## config.mk

```make
export PLATFORM = sky130hd
export DESIGN_NAME = video_clip_shift_scale_dac_force
export DESIGN_NICKNAME = d
export VERILOG_FILES = /design/src/inc/video_csm_pkg.sv /design/src/hdl/video_clip_shift_scale_dac_force.sv
export VERILOG_INCLUDE_DIRS = /design/src /design/src/inc
export SDC_FILE = /design/constraint.sdc
export NUM_CORES = 1
export LEC_CHECK = 0
export BUFFER_PORTS_ARGS = -buffer_cell sky130_fd_sc_hd__clkbuf_2
export CAP_MARGIN = 40
export CELL_PAD_IN_SITES_DETAIL_PLACEMENT = 1
export CELL_PAD_IN_SITES_GLOBAL_PLACEMENT = 1
export CORE_UTILIZATION = 54
export CTS_BUF_LIST = sky130_fd_sc_hd__clkbuf_4
export CTS_CLUSTER_DIAMETER = 60
export DETAILED_ROUTE_END_ITERATION = 6
export GPL_TIMING_DRIVEN = 0
export PLACE_DENSITY_LB_ADDON = 0.1
export SYNTH_ARGS = -nofsm -noshare
export SYNTH_HDL_FRONTEND = slang
export SYNTH_SLANG_ARGS = --single-unit
```

## constraint.sdc

```tcl
create_clock -name ref_clk -period 9.55 [get_ports ref_clk]
set_input_delay 1.91 -clock ref_clk [delete_from_list [all_inputs] [get_ports ref_clk]]
set_output_delay 1.91 -clock ref_clk [all_outputs]
set_load 0.02 [all_outputs]
```

## src/inc/video_csm_defs.svh

```systemverilog
`ifndef VIDEO_CSM_DEFS_SVH
`define VIDEO_CSM_DEFS_SVH

// register indices; byte address is four times the index
`define IDX_DAC_FORCE_AND_UPPER_BITS 8'h3D
`define IDX_GY_DAC_FORCED_LOW 8'h3E
`define IDX_BCB_DAC_FORCED_LOW 8'h3F
`define IDX_RCR_DAC_FORCED_LOW 8'h40
`define IDX_GY_LOW_CLIP_LEVEL 8'h41
`define IDX_BCB_LOW_CLIP_LEVEL 8'h42
`define IDX_RCR_LOW_CLIP_LEVEL 8'h43
`define IDX_GY_HIGH_CLIP_OFFSET 8'h44
`define IDX_BCB_HIGH_CLIP_OFFSET 8'h45
`define IDX_RCR_HIGH_CLIP_OFFSET 8'h46
`define IDX_GY_SHIFT_AMOUNT 8'h47
`define IDX_BCB_SHIFT_AMOUNT 8'h48
`define IDX_RCR_SHIFT_AMOUNT 8'h49
`define IDX_GY_CONTROL_AND_GAIN_UPPER 8'h4A
`define IDX_CHROMA_GAIN_UPPER_BITS 8'h4B
`define IDX_GY_GAIN_LOW 8'h4C
`define IDX_BCB_GAIN_LOW 8'h4D
`define IDX_RCR_GAIN_LOW 8'h4E
`define IDX_CHROMA_CONTROL 8'h4F
`define REG_COUNT 19

// reset values
`define RST_LOW_CLIP 8'h40
`define RST_GY_HIGH_CLIP 8'h53
`define RST_CHROMA_HIGH_CLIP 8'h3F
`define RST_SHIFT 8'h40
`define RST_GY_CONTROL 8'h08
`define RST_ZERO 8'h00

// writable bit masks of registers with reserved bits
`define MASK_DAC_FORCE 8'h7F
`define MASK_CHROMA_GAIN_UPPER 8'h77

// field positions, gy control register
`define BIT_GY_GAIN_EN 7
`define BIT_GY_OFFSET_EN 6
`define BIT_GY_UPPER_EN 5
`define BIT_GY_LOWER_EN 4
`define BIT_OVERFLOW_GUARD 3
// field positions, chroma control register
`define BIT_RCR_GAIN_EN 7
`define BIT_BCB_GAIN_EN 6
`define BIT_RCR_OFFSET_EN 5
`define BIT_BCB_OFFSET_EN 4
`define BIT_RCR_UPPER_EN 3
`define BIT_RCR_LOWER_EN 2
`define BIT_BCB_UPPER_EN 1
`define BIT_BCB_LOWER_EN 0
// field position, dac force
`define BIT_DAC_FORCE 6

// full scale of a 10-bit sample, top of the upper clip formula
`define SAMPLE_FULL_SCALE 10'h3FF
// gain code has 10 fraction bits (2048 codes over 0..1.999)
`define GAIN_FRAC_BITS 10

`endif

```

## src/inc/video_csm_pkg.sv

```systemverilog
package video_csm_pkg;
   // one video sample
   typedef logic [9:0] sample_t;
   // one register byte
   typedef logic [7:0] reg_byte_t;
   // gain code
   typedef logic [10:0] gain_t;
   // channel numbering used by the generate loop
   typedef enum logic [1:0]
   {
      CH_GY = 2'h0,
      CH_BCB = 2'h1,
      CH_RCR = 2'h2
   } channel_t;
endpackage : video_csm_pkg

```

## src/hdl/video_clip_shift_scale_dac_force.sv

```systemverilog
// The APB register port was chosen for this implementation.
`include "video_csm_defs.svh"

module video_clip_shift_scale_dac_force
   import video_csm_pkg::*;
#(
   parameter int ADDR_W = 12
)
(
   // clock and reset
   input wire logic ref_clk,
   input wire logic rstn,
   // apb slave
   input wire logic psel,
   input wire logic penable,
   input wire logic pwrite,
   input wire logic [ADDR_W-1:0] paddr,
   input wire logic [31:0] pwdata,
   output logic [31:0] prdata,
   output logic pready,
   output logic pslverr,
   // video samples from the pixel datapath
   input wire logic pix_valid,
   input wire logic [9:0] gy_in,
   input wire logic [9:0] bcb_in,
   input wire logic [9:0] rcr_in,
   // dac inputs
   output logic dac_valid,
   output logic [9:0] gy_dac,
   output logic [9:0] bcb_dac,
   output logic [9:0] rcr_dac
);

   // address must reach bit 10, the upper-bit decode reads paddr above bit 9
   if (ADDR_W < 11)
   begin : g_addr_w_check
      $error("ADDR_W too small for the register map");
   end

   localparam int NCH = 3;
   localparam logic [7:0] BASE_IDX = `IDX_DAC_FORCE_AND_UPPER_BITS;

   // register storage, entry 0 is index 0x3D
   reg_byte_t regs_ff [0:`REG_COUNT-1];
   // apb answer flops
   logic pready_ff;
   logic pslverr_ff;
   logic [31:0] prdata_ff;

   // decoded index and hit
   logic [7:0] acc_idx;
   logic acc_hit;
   logic [4:0] acc_slot;

   // reset value per slot
   function automatic reg_byte_t reset_value(input logic [7:0] idx);
      reg_byte_t v;
      v = `RST_ZERO;
      if (idx == `IDX_GY_LOW_CLIP_LEVEL || idx == `IDX_BCB_LOW_CLIP_LEVEL
          || idx == `IDX_RCR_LOW_CLIP_LEVEL)
      begin
         v = `RST_LOW_CLIP;
      end
      else if (idx == `IDX_GY_HIGH_CLIP_OFFSET)
      begin
         v = `RST_GY_HIGH_CLIP;
      end
      else if (idx == `IDX_BCB_HIGH_CLIP_OFFSET || idx == `IDX_RCR_HIGH_CLIP_OFFSET)
      begin
         v = `RST_CHROMA_HIGH_CLIP;
      end
      else if (idx == `IDX_GY_SHIFT_AMOUNT || idx == `IDX_BCB_SHIFT_AMOUNT
               || idx == `IDX_RCR_SHIFT_AMOUNT)
      begin
         v = `RST_SHIFT;
      end
      else if (idx == `IDX_GY_CONTROL_AND_GAIN_UPPER)
      begin
         // overflow guard is on out of reset
         v = `RST_GY_CONTROL;
      end
      return v;
   endfunction : reset_value

   // writable bits per slot; reserved bits stay zero
   function automatic reg_byte_t write_mask(input logic [7:0] idx);
      reg_byte_t m;
      m = 8'hFF;
      if (idx == `IDX_DAC_FORCE_AND_UPPER_BITS)
      begin
         m = `MASK_DAC_FORCE;
      end
      else if (idx == `IDX_CHROMA_GAIN_UPPER_BITS)
      begin
         m = `MASK_CHROMA_GAIN_UPPER;
      end
      return m;
   endfunction : write_mask

   // address decode: word aligned, index inside the map
   always_comb
   begin
      acc_idx = paddr[9:2];
      acc_slot = 5'h00;
      acc_hit = 1'b0;
      if (paddr[1:0] != 2'h0)
      begin
         acc_hit = 1'b0;
      end
      else if (|paddr[ADDR_W-1:10])
      begin
         acc_hit = 1'b0;
      end
      else if (acc_idx >= `IDX_DAC_FORCE_AND_UPPER_BITS && acc_idx <= `IDX_CHROMA_CONTROL)
      begin
         acc_hit = 1'b1;
         acc_slot = 5'(acc_idx - BASE_IDX);
      end
   end

   // apb answer: decided in setup, presented through the access phase
   always_ff @(posedge ref_clk)
   begin
      if (!rstn)
      begin
         pready_ff <= 1'b0;
         pslverr_ff <= 1'b0;
         prdata_ff <= 32'h0000_0000;
      end
      else if (psel && !penable)
      begin
         // one wait-free access phase; error for unmapped addresses
         pready_ff <= 1'b1;
         pslverr_ff <= !acc_hit;
         prdata_ff <= acc_hit ? {24'h00_0000, regs_ff[acc_slot]} : 32'h0000_0000;
      end
      else
      begin
         pready_ff <= 1'b0;
         pslverr_ff <= 1'b0;
         prdata_ff <= 32'h0000_0000;
      end
   end

   // register writes take effect on the completing access edge
   generate
      for (genvar r = 0; r < `REG_COUNT; r++)
      begin : g_reg
         localparam logic [7:0] IDX = 8'(int'(BASE_IDX) + r);
         always_ff @(posedge ref_clk)
         begin
            if (!rstn)
            begin
               regs_ff[r] <= reset_value(IDX);
            end
            else if (psel && penable && pready_ff && pwrite && acc_hit
                     && acc_slot == 5'(r))
            begin
               regs_ff[r] <= pwdata[7:0] & write_mask(IDX);
            end
         end
      end
   endgenerate

   // per-channel configuration pulled out of the map
   sample_t cfg_forced [NCH];
   reg_byte_t cfg_low [NCH];
   reg_byte_t cfg_high [NCH];
   reg_byte_t cfg_shift [NCH];
   gain_t cfg_gain [NCH];
   logic cfg_gain_en [NCH];
   logic cfg_shift_en [NCH];
   logic cfg_high_en [NCH];
   logic cfg_low_en [NCH];
   logic overflow_guard_enable;
   logic dac_force;

   // slot helpers
   function automatic int slot(input logic [7:0] idx);
      return int'(idx) - int'(BASE_IDX);
   endfunction : slot

   // field extraction
   always_comb
   begin
      overflow_guard_enable = regs_ff[slot(`IDX_GY_CONTROL_AND_GAIN_UPPER)][`BIT_OVERFLOW_GUARD];
      dac_force = regs_ff[slot(`IDX_DAC_FORCE_AND_UPPER_BITS)][`BIT_DAC_FORCE];
      cfg_forced[CH_GY] = {regs_ff[slot(`IDX_DAC_FORCE_AND_UPPER_BITS)][5:4],
                           regs_ff[slot(`IDX_GY_DAC_FORCED_LOW)]};
      cfg_forced[CH_BCB] = {regs_ff[slot(`IDX_DAC_FORCE_AND_UPPER_BITS)][3:2],
                            regs_ff[slot(`IDX_BCB_DAC_FORCED_LOW)]};
      cfg_forced[CH_RCR] = {regs_ff[slot(`IDX_DAC_FORCE_AND_UPPER_BITS)][1:0],
                            regs_ff[slot(`IDX_RCR_DAC_FORCED_LOW)]};
      cfg_low[CH_GY] = regs_ff[slot(`IDX_GY_LOW_CLIP_LEVEL)];
      cfg_low[CH_BCB] = regs_ff[slot(`IDX_BCB_LOW_CLIP_LEVEL)];
      cfg_low[CH_RCR] = regs_ff[slot(`IDX_RCR_LOW_CLIP_LEVEL)];
      cfg_high[CH_GY] = regs_ff[slot(`IDX_GY_HIGH_CLIP_OFFSET)];
      cfg_high[CH_BCB] = regs_ff[slot(`IDX_BCB_HIGH_CLIP_OFFSET)];
      cfg_high[CH_RCR] = regs_ff[slot(`IDX_RCR_HIGH_CLIP_OFFSET)];
      cfg_shift[CH_GY] = regs_ff[slot(`IDX_GY_SHIFT_AMOUNT)];
      cfg_shift[CH_BCB] = regs_ff[slot(`IDX_BCB_SHIFT_AMOUNT)];
      cfg_shift[CH_RCR] = regs_ff[slot(`IDX_RCR_SHIFT_AMOUNT)];
      cfg_gain[CH_GY] = {regs_ff[slot(`IDX_GY_CONTROL_AND_GAIN_UPPER)][2:0],
                         regs_ff[slot(`IDX_GY_GAIN_LOW)]};
      cfg_gain[CH_BCB] = {regs_ff[slot(`IDX_CHROMA_GAIN_UPPER_BITS)][6:4],
                          regs_ff[slot(`IDX_BCB_GAIN_LOW)]};
      cfg_gain[CH_RCR] = {regs_ff[slot(`IDX_CHROMA_GAIN_UPPER_BITS)][2:0],
                          regs_ff[slot(`IDX_RCR_GAIN_LOW)]};
      cfg_gain_en[CH_GY] = regs_ff[slot(`IDX_GY_CONTROL_AND_GAIN_UPPER)][`BIT_GY_GAIN_EN];
      cfg_shift_en[CH_GY] = regs_ff[slot(`IDX_GY_CONTROL_AND_GAIN_UPPER)][`BIT_GY_OFFSET_EN];
      cfg_high_en[CH_GY] = regs_ff[slot(`IDX_GY_CONTROL_AND_GAIN_UPPER)][`BIT_GY_UPPER_EN];
      cfg_low_en[CH_GY] = regs_ff[slot(`IDX_GY_CONTROL_AND_GAIN_UPPER)][`BIT_GY_LOWER_EN];
      cfg_gain_en[CH_BCB] = regs_ff[slot(`IDX_CHROMA_CONTROL)][`BIT_BCB_GAIN_EN];
      cfg_gain_en[CH_RCR] = regs_ff[slot(`IDX_CHROMA_CONTROL)][`BIT_RCR_GAIN_EN];
      cfg_shift_en[CH_BCB] = regs_ff[slot(`IDX_CHROMA_CONTROL)][`BIT_BCB_OFFSET_EN];
      cfg_shift_en[CH_RCR] = regs_ff[slot(`IDX_CHROMA_CONTROL)][`BIT_RCR_OFFSET_EN];
      cfg_high_en[CH_BCB] = regs_ff[slot(`IDX_CHROMA_CONTROL)][`BIT_BCB_UPPER_EN];
      cfg_high_en[CH_RCR] = regs_ff[slot(`IDX_CHROMA_CONTROL)][`BIT_RCR_UPPER_EN];
      cfg_low_en[CH_BCB] = regs_ff[slot(`IDX_CHROMA_CONTROL)][`BIT_BCB_LOWER_EN];
      cfg_low_en[CH_RCR] = regs_ff[slot(`IDX_CHROMA_CONTROL)][`BIT_RCR_LOWER_EN];
   end

   // sample inputs gathered for the loop
   sample_t pix_in [NCH];
   assign pix_in[CH_GY] = gy_in;
   assign pix_in[CH_BCB] = bcb_in;
   assign pix_in[CH_RCR] = rcr_in;

   // pipeline valid, three stages deep for every channel
   logic [2:0] valid_ff;
   // dac outputs per channel
   sample_t dac_ff [NCH];

   // valid tracks the sample through shift, scale and clip
   always_ff @(posedge ref_clk)
   begin
      if (!rstn)
      begin
         valid_ff <= 3'h0;
      end
      else
      begin
         valid_ff <= {valid_ff[1:0], pix_valid};
      end
   end

   generate
      for (genvar c = 0; c < NCH; c++)
      begin : g_chan
         // stage registers
         sample_t shifted_ff;
         sample_t scaled_ff;
         // scale arithmetic
         logic [20:0] product;
         logic [10:0] scaled_full;
         sample_t scaled_nxt;
         // clip arithmetic
         sample_t high_limit;
         sample_t clipped;

         // stage 1: downward shift
         always_ff @(posedge ref_clk)
         begin
            if (!rstn)
            begin
               shifted_ff <= 10'h000;
            end
            else if (cfg_shift_en[c])
            begin
               // modulo 1024, no floor at zero
               shifted_ff <= pix_in[c] - {2'h0, cfg_shift[c]};
            end
            else
            begin
               shifted_ff <= pix_in[c];
            end
         end

         // stage 2 arithmetic: code/1024 approximates factor (2047/1.999)
         always_comb
         begin
            product = 21'(shifted_ff) * 21'(cfg_gain[c]);
            scaled_full = product[`GAIN_FRAC_BITS +: 11];
            if (scaled_full[10] && overflow_guard_enable)
            begin
               scaled_nxt = `SAMPLE_FULL_SCALE;
            end
            else
            begin
               scaled_nxt = scaled_full[9:0];
            end
         end

         // stage 2: scale or bypass
         always_ff @(posedge ref_clk)
         begin
            if (!rstn)
            begin
               scaled_ff <= 10'h000;
            end
            else
            begin
               scaled_ff <= cfg_gain_en[c] ? scaled_nxt : shifted_ff;
            end
         end

         // stage 3 arithmetic: clip, low limit checked last
         always_comb
         begin
            high_limit = `SAMPLE_FULL_SCALE - {2'h0, cfg_high[c]};
            clipped = scaled_ff;
            if (cfg_high_en[c] && scaled_ff > high_limit)
            begin
               clipped = high_limit;
            end
            if (cfg_low_en[c] && scaled_ff < {2'h0, cfg_low[c]})
            begin
               clipped = {2'h0, cfg_low[c]};
            end
         end

         // stage 3: dac input, forced value wins when overridden
         always_ff @(posedge ref_clk)
         begin
            if (!rstn)
            begin
               dac_ff[c] <= 10'h000;
            end
            else if (dac_force)
            begin
               dac_ff[c] <= cfg_forced[c];
            end
            else
            begin
               dac_ff[c] <= clipped;
            end
         end
      end
   endgenerate

   // outputs straight from flops
   assign prdata = prdata_ff;
   assign pready = pready_ff;
   assign pslverr = pslverr_ff;
   assign dac_valid = valid_ff[2];
   assign gy_dac = dac_ff[CH_GY];
   assign bcb_dac = dac_ff[CH_BCB];
   assign rcr_dac = dac_ff[CH_RCR];

endmodule : video_clip_shift_scale_dac_force

```

==> out/results.tsv, run 1 <==
metric	value	unit
Final Hold Viols	0	
FF+latch count, synth	252	
final WL	83.4	mm
CTS resizes	0	
Pwr per Cell Area	114	nW/um^2
DR vias	19943	
Die Span Y	212	um
Placed Instances	3219	
GR Overflow Total	0	
Final Util	60.8	%
HPWL after detailed placement	66.2	mm
max-cap viol count	0	
reg-to-reg endpoint	g_chan[1].scaled_ff[8]$_SDFF_PN0_	
vias in the first global route	21350	
# Post-CTS Setup Buffers	0	
Critical Path AT	7.34	ns
Worst slew margin	36.7	%
Max FO, Critical Path	10	
DIE AREA	45000	um^2
worst vdd ir	0.0714	mV
Worst EP required	10.26	ns
initial DRC count	1705	
DR DRC count	0	
worst-margin pin slew	0.926	ns
htree depth	3	
P_leak	0.0125	uW
layout cell share with drive strength beyond 1	11.3	%
Max clock buf depth	3	
Non-Filler Instances	3357	
Clock Latency Late Sink	0.81	ns
nets@finish	3234	
top_reg_cell synth	edfxtp_1	
Final Critical Period	6.63	ns
Max Fclk	151	MHz
initial antenna violation count	5	
global-route wire length before repair	126	mm
yosys warns	0	
Total GRT Usage	38.0	%
post-synthesis async set-or-reset flop share	0	%
Yosys cell types	69	
Worst Skew	0.0824	ns
final setup fails	0	
Syn-to-layout area delta	10.5	%
hold path start	valid_ff[0]$_SDFF_PN0_	
worst hold path class	flop to flop	
hold path cells	1	
Final TNS setup	0	ns
routability cong.	1.02	
CTS tree	done	
Reg2Reg Launch Point	regs_ff[14][5]$_SDFFCE_PN0P_	
Die Width	212	um
count of pins over their slew limit	0	
worst setup margin	2.92	ns
outcome	complete, no violations	
CTS Buf Count	73	
syn_area_per_cell	9.69	um^2
starting density of the core	55.1	%
cells after synthesis	2459	
Core Footprint	43300	um^2
WS Path Type	flop to flop	
vias per inst	5.94	
startpoint types	flop	
hold_buf cts	0	
cell area after synthesis	23800	um^2
num ports	145	
Tcrit/Tclk final	69.4	%
# port buffers	94	
largest net degree at the start of global routing	13	
WL per Instance	24.8	um
Reg2Reg Depth	20	
row count	76	
Worst-path clk slew	0.06	ns
pre-CTS setup slack	3.00	ns
clk sinks	252	
Seq/Total Area, Yosys	28.7	%
Root Driver	clkbuf_4	
flop2flop setup slack	2.92	ns
Initial DRT Pass Iterations	6	
unrepaired setup endpoints after global routing	false	
CP Capture Type	flop	
hold endpoint	valid_ff[1]$_SDFF_PN0_	
number of flops mapped to enable cells by yosys	179	
antenna-violating nets left	0	
flip-flops by register name (all words and copies together), names as in the netlist:
signal and count:
prdata 8, g_chan.scaled_ff 30, g_chan.shifted_ff 30, pready 1, pslverr 1, regs_ff 149, valid_ff 3, dac_ff 30
cells in the mapped netlist (all sizes together), types with 5 or more instances:
| master | count | area (um^2) |
|---|---|---|
| inv | 330 | 1240 |
| and2 | 312 | 1950 |
| ha | 233 | 2920 |
| fa | 210 | 4200 |
| nand2 | 209 | 785 |
| edfxtp | 179 | 5380 |
| clkbuf | 110 | 413 |
| nor2 | 107 | 402 |
| o21ai | 76 | 384 |
| dfxtp | 73 | 1460 |
| a21oi | 58 | 290 |
| mux2i | 50 | 500 |
| or3 | 46 | 288 |
| buf | 43 | 258 |
| nand3 | 37 | 185 |
| nand2b | 31 | 194 |
| nor3 | 30 | 191 |
| o221a | 30 | 338 |
| xnor2 | 28 | 245 |
| o221ai | 25 | 219 |
| a211oi | 24 | 180 |
| nor2b | 22 | 138 |
| xor2 | 21 | 184 |
| a2111oi | 12 | 105 |
| a221oi | 12 | 105 |
| a21o | 11 | 82.6 |
| nand4 | 11 | 68.8 |
| a22o | 10 | 87.6 |
| a222oi | 9 | 90.1 |
| a21boi | 8 | 60.1 |
| o31ai | 8 | 60.1 |
| o21a | 7 | 52.6 |
| o22ai | 7 | 43.8 |
| mux4 | 6 | 135 |
| o21bai | 6 | 45.0 |
| nand3b | 5 | 37.5 |
| o211a | 5 | 50.1 |
| o211ai | 5 | 37.5 |
per-layer routing:
layer	vias to the layer above	share of wire, %	global-route usage (%)
met5	-	0	0
met4	0	4.4	17.4
met3	236	7.5	6.47
met2	859	48	63.6
met1	10116	40	48.0
li1	8732	-	-
metrics by stage:
stage,hold WS (ns),power (uW),cell area [um^2]
6_report,0.440,3010,26300
5_1_grt,0.448,3140,26300
4_1_cts,0.442,3000,26300
3_5_place_dp,0.427,1980,25400
3_3_place_gp,0.420,1940,25200
2_1_floorplan,0.412,1730,24000
power breakdown:
group | switching (uW) | internal, uW | leakage, uW
Clock | 552 | 482 | 0.000534
Combinational | 452 | 267 | 0.00954
Sequential | 46.2 | 1210 | 0.00246
layout make-up:
| class | count | area, um^2 |
|---|---|---|
| fill | 5005 | 16900 |
| multi-input combinational | 1775 | 15300 |
| sequential | 252 | 6840 |
| inverter | 331 | 1240 |
| tap | 585 | 732 |
| clock buffer | 96 | 721 |
| timing repair buffer | 125 | 671 |
| buffer | 153 | 671 |
| clock inverter | 38 | 183 |
| antenna | 2 | 5.00 |
kinds of logic after synthesis:
| logic type | count (synthesis) | synth area share (%) |
|---|---|---|
| xor+xnor | 49 | 1.80 |
| simple gates | 834 | 18.6 |
| fa+ha+maj | 443 | 29.9 |
| mux | 58 | 2.76 |
| flops | 252 | 28.7 |
| buf+inv | 484 | 8.03 |
| compound gates | 337 | 10.2 |
| other cells | 2 | 0.0315 |
placed cells by master, fill, tap and decap left out, drive strengths merged, types with 6 or more instances in the layout:
| cell | count |
|---|---|
| a21o | 11 |
| o221ai | 25 |
| clkbuf | 300 |
| o21ai | 76 |
| clkinv | 33 |
| nor3 | 30 |
| a211oi | 24 |
| nand3 | 37 |
| a22o | 10 |
| inv | 333 |
| fa | 210 |
| a21oi | 58 |
| and2 | 312 |
| o21bai | 6 |
| buf | 73 |
| nor2b | 22 |
| edfxtp | 179 |
| xnor2 | 28 |
| o31ai | 8 |
| nand4 | 11 |
| dfxtp | 73 |
| conb | 54 |
| a221oi | 12 |
| a2111oi | 12 |
| a21boi | 8 |
| ha | 233 |
| mux4 | 6 |
| o21a | 7 |
| nand2b | 31 |
| a222oi | 9 |
| or3 | 46 |
| o22ai | 7 |
| mux2i | 50 |
| nand2 | 209 |
| xor2 | 21 |
| o221a | 30 |
| nor2 | 107 |
worst max-delay path by stage:
stage,startpoint,to,slack (ns),cells after the start
floorplan,g_chan[1].shifted_ff[1]$_SDFF_PN0_,g_chan[1].scaled_ff[0]$_SDFF_PN0_,4.28,20
global placement,paddr[2],regs_ff[13][1]$_SDFFCE_PN0P_,2.93,11
detailed placement,paddr[2],prdata[0]$_SDFF_PN0_,3.00,11
CTS,regs_ff[14][5]$_SDFFCE_PN0P_,g_chan[1].scaled_ff[8]$_SDFF_PN0_,2.99,20
global route,regs_ff[14][5]$_SDFFCE_PN0P_,g_chan[1].scaled_ff[8]$_SDFF_PN0_,2.66,20
finish,regs_ff[14][5]$_SDFFCE_PN0P_,g_chan[1].scaled_ff[8]$_SDFF_PN0_,2.92,20
critical path, cell delays in order, from the launching register on:
cell,delay (ns)
edfxtp_1,0.43
clkbuf_1,0.53
nand2_1,0.21
fa_1,0.58
inv_1,0.05
fa_1,0.49
fa_1,0.51
fa_1,0.52
inv_1,0.06
fa_1,0.35
inv_1,0.06
ha_1,0.22
clkbuf_1,0.20
a21oi_1,0.19
o22ai_1,0.13
o41ai_1,0.43
o211ai_1,0.22
a31oi_1,0.25
xnor2_1,0.12
o21ai_1,0.64
o221a_2,0.38
No activity file was read; power rests on OpenSTA's default activity.
==> run 2, diff against run 1 <==
--- a/config.mk
+++ b/config.mk
@@ -10,7 +10,7 @@
 export CAP_MARGIN = 40
 export CELL_PAD_IN_SITES_DETAIL_PLACEMENT = 1
 export CELL_PAD_IN_SITES_GLOBAL_PLACEMENT = 1
-export CORE_UTILIZATION = 54
+export CORE_UTILIZATION = 50
 export CTS_BUF_LIST = sky130_fd_sc_hd__clkbuf_4
 export CTS_CLUSTER_DIAMETER = 60
 export DETAILED_ROUTE_END_ITERATION = 6
==> constraint.sdc (replaced) <==
create_clock -name ref_clk -period 6.69 [get_ports ref_clk]
set_input_delay 1.338 -clock ref_clk [delete_from_list [all_inputs] [get_ports ref_clk]]
set_output_delay 1.338 -clock ref_clk [all_outputs]
set_load 0.02 [all_outputs]
==> run 2 against run 1 <==
The run now ends with design-rule violations left. Sequential power up 42%. Clock-buffer cell count is 17 higher. Clock power increased by 54%. Utilization down 4.2 points. Design area rose by 0.58%. Maximum frequency is 4.6% higher. Setup slack lost 2.6 ns. Routed wire length increased by 0.65%.
==> out/results.tsv, run 2 (synthesis gave the netlist of run 1 again) <==
metric	value	unit	change
antenna-violating nets left	0		unchanged
hold path start	valid_ff[0]$_SDFF_PN0_		
Worst slew margin	33.2	%	-3.5 points
Initial DRT Pass Iterations	7		+1
nets@finish	3233		-0.031%
Die Span Y	220	um	+3.9%
Final Critical Period	6.34	ns	-0.294 ns
CTS Buf Count	73		unchanged
Setup crit start	regs_ff[17][6]$_SDFFCE_PN0P_		
Root Driver	clkbuf_4		
global-route wire length before repair	126	mm	-0.16%
sequential share of power	40.6	%	-1.2 points
# port buffers	94		unchanged
clock share of power	36.1	%	+1.8 points
row count	79		+3.9%
worst vdd ir	0.0916	mV	+28%
initial antenna violation count	4		-1
GR Overflow Total	0		unchanged
Critical Path Sink	g_chan[2].scaled_ff[1]$_SDFF_PN0_		
Max FO, Critical Path	10		unchanged
Switching Share	32.9	%	-1.9 points
met1 WL	33.8	mm	+0.88%
Reg2Reg Launch Point	regs_ff[17][6]$_SDFFCE_PN0P_		
reg-to-reg endpoint	g_chan[2].scaled_ff[1]$_SDFF_PN0_		
count of pins over their slew limit	0		unchanged
Worst-path clk slew	0.07	ns	about the same
flop2flop setup slack	0.35	ns	-2.57 ns
starting density of the core	50.9	%	-4.1 points
max-cap viol count	0		unchanged
P_leak	0.0126	uW	+0.49%
Net Sw Power	1460	uW	+39%
routability cong.	0.995		-2.8%
num ports	145		unchanged
Tcrit/Tclk final	94.7	%	+25 points
clk sinks	252		unchanged
max reg flops	149		unchanged
Worst Skew	0.0650	ns	-0.0173 ns
Clock Latency Late Sink	0.74	ns	-0.07 ns
HPWL after detailed placement	67.0	mm	+1.2%
vias per inst	5.90		-0.68%
CTS tree	done		
commonest non-fill, non-tap cell in the layout	inv_1		
layout cell share with drive strength beyond 1	11.8	%	+0.45 points
Final Hold Viols	0		unchanged
Core Footprint	46800	um^2	+8.1%
Total GRT Usage	35.1	%	-2.9 points
final WL	83.9	mm	+0.65%
DR WL met2	40.1	mm	+0.55%
Largest Register	regs_ff		
hold path cells	1		unchanged
Worst EP required	7.27	ns	-2.99 ns
Logic pwr share	23.3	%	-0.6 points
unrepaired setup endpoints after global routing	false		
htree depth	3		unchanged
Reg2Reg Depth	21		+5.0%
pre-CTS setup slack	0.301	ns	-2.70 ns
Pwr per Cell Area	167	nW/um^2	+46%
WL per Instance	24.8	um	about the same
Non-Filler Instances	3376		+0.57%
largest net degree at the start of global routing	13		unchanged
vias in the first global route	21041		-1.4%
WS Path Type	flop to flop		
Max clock buf depth	3		unchanged
outcome	finished with violations		
Top Layer Used	met5		
Syn-to-layout area delta	11.2	%	
Critical Path AT	6.91	ns	-0.43 ns
failing checks	design-rule violations		
DR DRC count	26		+26
CP Capture Type	flop		
Int Pwr	2960	uW	+51%
# Post-CTS Setup Buffers	0		unchanged
worst setup margin	0.355	ns	-2.57 ns
Die Width	220	um	+3.9%
Placed Instances	3243		+0.75%
Max Fclk	158	MHz	+4.6%
worst-margin pin slew	0.999	ns	+0.0733 ns
DIE AREA	48500	um^2	+7.9%
Final Util	56.6	%	-4.2 points
worst hold path class	flop to flop		
WL met3	6.81	mm	+9.2%
DR vias	19920		-0.12%
startpoint types	flop		
commonest non-fill, non-tap cells in the layout	inv_1, and2_1, ha_1		
initial DRC count	1917		+12%
Final TNS setup	0	ns	unchanged
final setup fails	0		unchanged
WHS	0.437	ns	-0.00304 ns
[run 2: layout make-up]
| type | count | area (um^2) |
|---|---|---|
| multi-input cells | 1775 | 15300 |
| clock buffers | 113 | 848 |
| fillers | 5489 | 20300 |
| flip-flops and latches | 252 | 6840 |
| clock inverters | 19 | 150 |
| diodes | 2 | 5.00 |
| plain buffers | 152 | 667 |
| inverters | 331 | 1240 |
| repair buffers | 125 | 699 |
| well taps | 607 | 759 |
[run 2: power groups by stage]
stage                     Clock [uW]  Sequential, uW  Combinational, uW
after floorplan                    0            1800                668
after global placement             0            1820                955
after detailed placement           0            1820               1010
after CTS                       1600            1790               1020
after global routing            1680            1800               1140
final                           1590            1790               1030
[run 2: per-layer routing]
metal  vias up  track usage (%)
met5         -                0
met4         4             14.0
met3       210             4.65
met2       900             58.7
met1     10084             45.9
li1       8722                -
[run 2: how the worst min path moves through the flow]
stage / slack [ns] / to
floorplan: 0.41 / valid_ff[1]$_SDFF_PN0_
global route: 0.45 / valid_ff[1]$_SDFF_PN0_
global placement: 0.42 / valid_ff[1]$_SDFF_PN0_
detailed placement: 0.42 / valid_ff[2]$_SDFF_PN0_
CTS: 0.44 / valid_ff[2]$_SDFF_PN0_
finish: 0.44 / valid_ff[1]$_SDFF_PN0_
[run 2: critical path, stage by stage (launching register included)]
cell and delay (ns):
edfxtp_1 0.41, clkbuf_1 0.52, nand2_1 0.16, fa_1 0.53, inv_1 0.06, fa_1 0.49
inv_1 0.06, fa_1 0.52, inv_1 0.06, fa_1 0.49, inv_1 0.05, fa_1 0.47
inv_1 0.04, ha_1 0.27, and4_1 0.20, nand3_1 0.09, o21bai_1 0.30, o211ai_1 0.23
o211ai_1 0.28, a21oi_1 0.10, nand4b_1 0.45, o221a_2 0.41
[run 2: per-stage QoR]
step / area [um^2] / power (uW)
after floorplan: 24000 / 2470
after CTS: 26500 / 4410
after global routing: 26500 / 4610
after detailed placement: 25500 / 2840
final: 26500 / 4420
after global placement: 25200 / 2780
[run 2: what timing repair did]
action | CTS | global route
hold endpoints to repair | 0 | 0
hold buffers | 0 | 0
gates resized for setup | 0 | 1
endpoints found under the setup margin | 0 | 13
==> run 3, diff against run 2 <==
--- a/config.mk
+++ b/config.mk
@@ -6,16 +6,18 @@
 export SDC_FILE = /design/constraint.sdc
 export NUM_CORES = 1
 export LEC_CHECK = 0
+export ABC_AREA = 1
 export BUFFER_PORTS_ARGS = -buffer_cell sky130_fd_sc_hd__clkbuf_2
 export CAP_MARGIN = 40
 export CELL_PAD_IN_SITES_DETAIL_PLACEMENT = 1
 export CELL_PAD_IN_SITES_GLOBAL_PLACEMENT = 1
-export CORE_UTILIZATION = 50
+export CORE_UTILIZATION = 48
 export CTS_BUF_LIST = sky130_fd_sc_hd__clkbuf_4
 export CTS_CLUSTER_DIAMETER = 60
 export DETAILED_ROUTE_END_ITERATION = 6
 export GPL_TIMING_DRIVEN = 0
 export PLACE_DENSITY_LB_ADDON = 0.1
+export SETUP_SLACK_MARGIN = 0.5
 export SYNTH_ARGS = -nofsm -noshare
 export SYNTH_HDL_FRONTEND = slang
 export SYNTH_SLANG_ARGS = --single-unit
==> run 3 against run 2 <==
The run now ends clean. Sequential power is essentially flat. Worst hold slack lost 0.028 ns. Non-clock buffer count shrank 18. Critical path type unchanged. Largest power group unchanged. Critical endpoint is now g_chan[1].scaled_ff[7]$_SDFF_PN0_.
==> out/results.tsv, run 3 <==
metric	value	unit	change
number of flops mapped to enable cells by yosys	179		unchanged
top_reg_cell synth	edfxtp_1		
GR Util met2	59.4	%	+0.63 points
number of filler cells placed in the layout	6548		+19%
DR vias	22856		+15%
cells after synthesis	3220		+31%
Seq/Total Area, Yosys	27.5	%	-1.2 points
Final Critical Period	5.79	ns	-0.549 ns
Worst slew margin	35.5	%	+2.3 points
starting density of the core	48.5	%	-2.4 points
worst hold path class	flop to flop		
clk sinks	252		unchanged
largest net degree at the start of global routing	14		+1
Die Span Y	229	um	+4.2%
hold path cells	2		+1
area fraction of the dominant cell type after synthesis	21.6	%	-0.93 points
Max clock buf depth	3		unchanged
WS Path Type	flop to flop		
htree depth	3		unchanged
GR Overflow Total	0		unchanged
yosys warns	0		unchanged
Max Fclk	173	MHz	+9.5%
P_leak	0.0151	uW	+20%
routability cong.	0.956		-4.0%
Tcrit/Tclk final	86.5	%	-8.2 points
final WL	89.0	mm	+6.1%
Worst Skew	0.0740	ns	+0.00896 ns
Max FO, Critical Path	10		unchanged
gr busiest metal	met2		
vias per inst	5.44		-7.7%
post-synthesis async set-or-reset flop share	0	%	unchanged
initial DRC count	1558		-19%
Worst EP required	7.41	ns	+0.14 ns
Syn-to-layout area delta	10.5	%	
Yosys cell types	40		-42%
HPWL after detailed placement	72.2	mm	+7.8%
commonest non-fill, non-tap cell in the layout	nand2_1		
num ports	145		unchanged
max reg flops	149		unchanged
mux cell area share after synthesis	0	%	-2.8 points
synth cell count leaders	nand2_1, inv_1, nor2_1		
Total GRT Usage	34.6	%	-0.49 points
DR DRC count	0		-100%
global-route wire length before repair	139	mm	+11%
Final TNS setup	0	ns	unchanged
WHS	0.409	ns	-0.0278 ns
Initial DRT Pass Iterations	5		-2
Reg2Reg Depth	22		+4.8%
WL per Instance	21.2	um	-15%
worst-margin pin slew	0.968	ns	-0.0313 ns
CP Capture Type	flop		
Post-Synth Simple-Gate Area	22.4	%	+3.8 points
count of pins over their slew limit	0		unchanged
dominant cells by area after synthesis	edfxtp_1, fa_1, nand2_1		
antenna-violating nets left	0		unchanged
unrepaired setup endpoints after global routing	false		
startpoint types	flop		
DIE AREA	52700	um^2	+8.5%
nets@finish	3980		+23%
Die Width	229	um	+4.2%
Final Hold Viols	0		unchanged
complex-gate fraction of the synthesized area	7.85	%	-2.4 points
Clock Latency Late Sink	0.83	ns	+0.09 ns
cell area after synthesis	24800	um^2	+4.3%
CTS Buf Count	73		unchanged
met1 GRT Util	44.1	%	-1.8 points
vias in the first global route	24644		+17%
Core Footprint	51200	um^2	+9.5%
worst vdd ir	0.135	mV	+47%
final setup fails	0		unchanged
hold_buf cts	0		unchanged
Synth Area in Adders	28.7	%	-1.2 points
Root Driver	clkbuf_4		
Pwr per Cell Area	162	nW/um^2	-2.7%
Worst-path clk slew	0.06	ns	about the same
outcome	complete, no violations		
Largest Register	regs_ff		
largest family of logic cells by synthesized area	adder cells		
CTS tree	done		
syn_area_per_cell	7.71	um^2	-20%
layout cell share with drive strength beyond 1	8.96	%	-2.8 points
leading area contributor after synthesis	edfxtp_1		
FF+latch count, synth	252		unchanged
Critical Path AT	6.50	ns	-0.41 ns
max-cap viol count	0		unchanged
initial antenna violation count	2		-2
row count	83		+5.1%
XOR/XNOR Fraction of Synth Area	1.48	%	-0.32 points
commonest non-fill, non-tap cells in the layout	nand2_1, inv_1, nor2_1		
top-count cell post-synth	nand2_1		
# port buffers	96		+2.1%
Global Route met3 Usage	4.68	%	+0.035 points
run 3: where the power goes:
group / leakage [uW] / internal (uW) / switching, uW / total, uW
Combinational: 0.0121 / 373 / 740 / 1110
Clock: 0.000579 / 797 / 748 / 1540
Sequential: 0.00246 / 1730 / 68.0 / 1800
run 3: layer usage:
layer / part of all wire (%) / vias up
li1: - / 10513
met1: 42 / 11394
met2: 49 / 779
met3: 6.0 / 170
met4: 3.3 / 0
met5: 0 / -
run 3: layout make-up:
cell class | instances | area [um^2] | share of cell area (%)
multi-input cells | 2252 | 15200 | 55.4
flip-flops and latches | 252 | 6840 | 24.9
inverters | 619 | 2320 | 8.46
well taps | 680 | 851 | 3.10
clock buffers | 109 | 818 | 2.98
plain buffers | 149 | 672 | 2.45
repair buffers | 110 | 588 | 2.14
clock inverters | 23 | 149 | 0.542
diodes | 5 | 12.5 | 0.0456
run 3: what timing repair did:
item                                    in CTS  in global routing
setup buffers                                0                  0
gates resized for setup                      0                  2
endpoints found under the setup margin       0                  1
run 3: final timing paths:
kind,slack (ns),from,endpoint
min reg2reg,0.41,valid_ff[1]$_SDFF_PN0_,valid_ff[2]$_SDFF_PN0_
max reg2reg,0.90,regs_ff[16][7]$_SDFFCE_PN0P_,g_chan[1].scaled_ff[7]$_SDFF_PN0_
min,0.41,valid_ff[1]$_SDFF_PN0_,valid_ff[2]$_SDFF_PN0_
max,0.90,regs_ff[16][7]$_SDFFCE_PN0P_,g_chan[1].scaled_ff[7]$_SDFF_PN0_
run 3: stage by stage:
stage / instance area [um^2] / power, uW / worst slack, ns / util (%) / instances
2_1_floorplan: 25000 / 2540 / 1.91 / - / 3272
3_3_place_gp: 26400 / 2880 / 0.955 / 51.5 / 4048
3_5_place_dp: 26500 / 2930 / 0.875 / 51.7 / 4061
4_1_cts: 27400 / 4470 / 0.875 / 53.6 / 4193
5_1_grt: 27500 / 4690 / 0.515 / 53.6 / 4198
6_report: 27500 / 4460 / 0.904 / 53.6 / 4199
run 3: kinds of logic after synthesis:
logic type / after synthesis
compound gates: 358
xor+xnor: 42
fa+ha+maj: 443
buf+inv: 768
flops: 252
other cells: 2
simple gates: 1355
run 3: worst max-delay path, stage by stage (launching register included):
cell,delay (ns)
edfxtp_1,0.35
clkbuf_1,0.65
nand2_1,0.17
fa_1,0.55
inv_1,0.05
fa_1,0.48
fa_1,0.46
fa_1,0.51
inv_1,0.05
fa_1,0.48
inv_1,0.05
ha_1,0.34
nand2_1,0.12
inv_1,0.05
a21boi_0,0.33
nand2_1,0.11
nand2_1,0.10
nand3_1,0.07
nand2_1,0.07
nand3_1,0.23
nand2_1,0.21
nor2_1,0.07
nor2_1,0.21
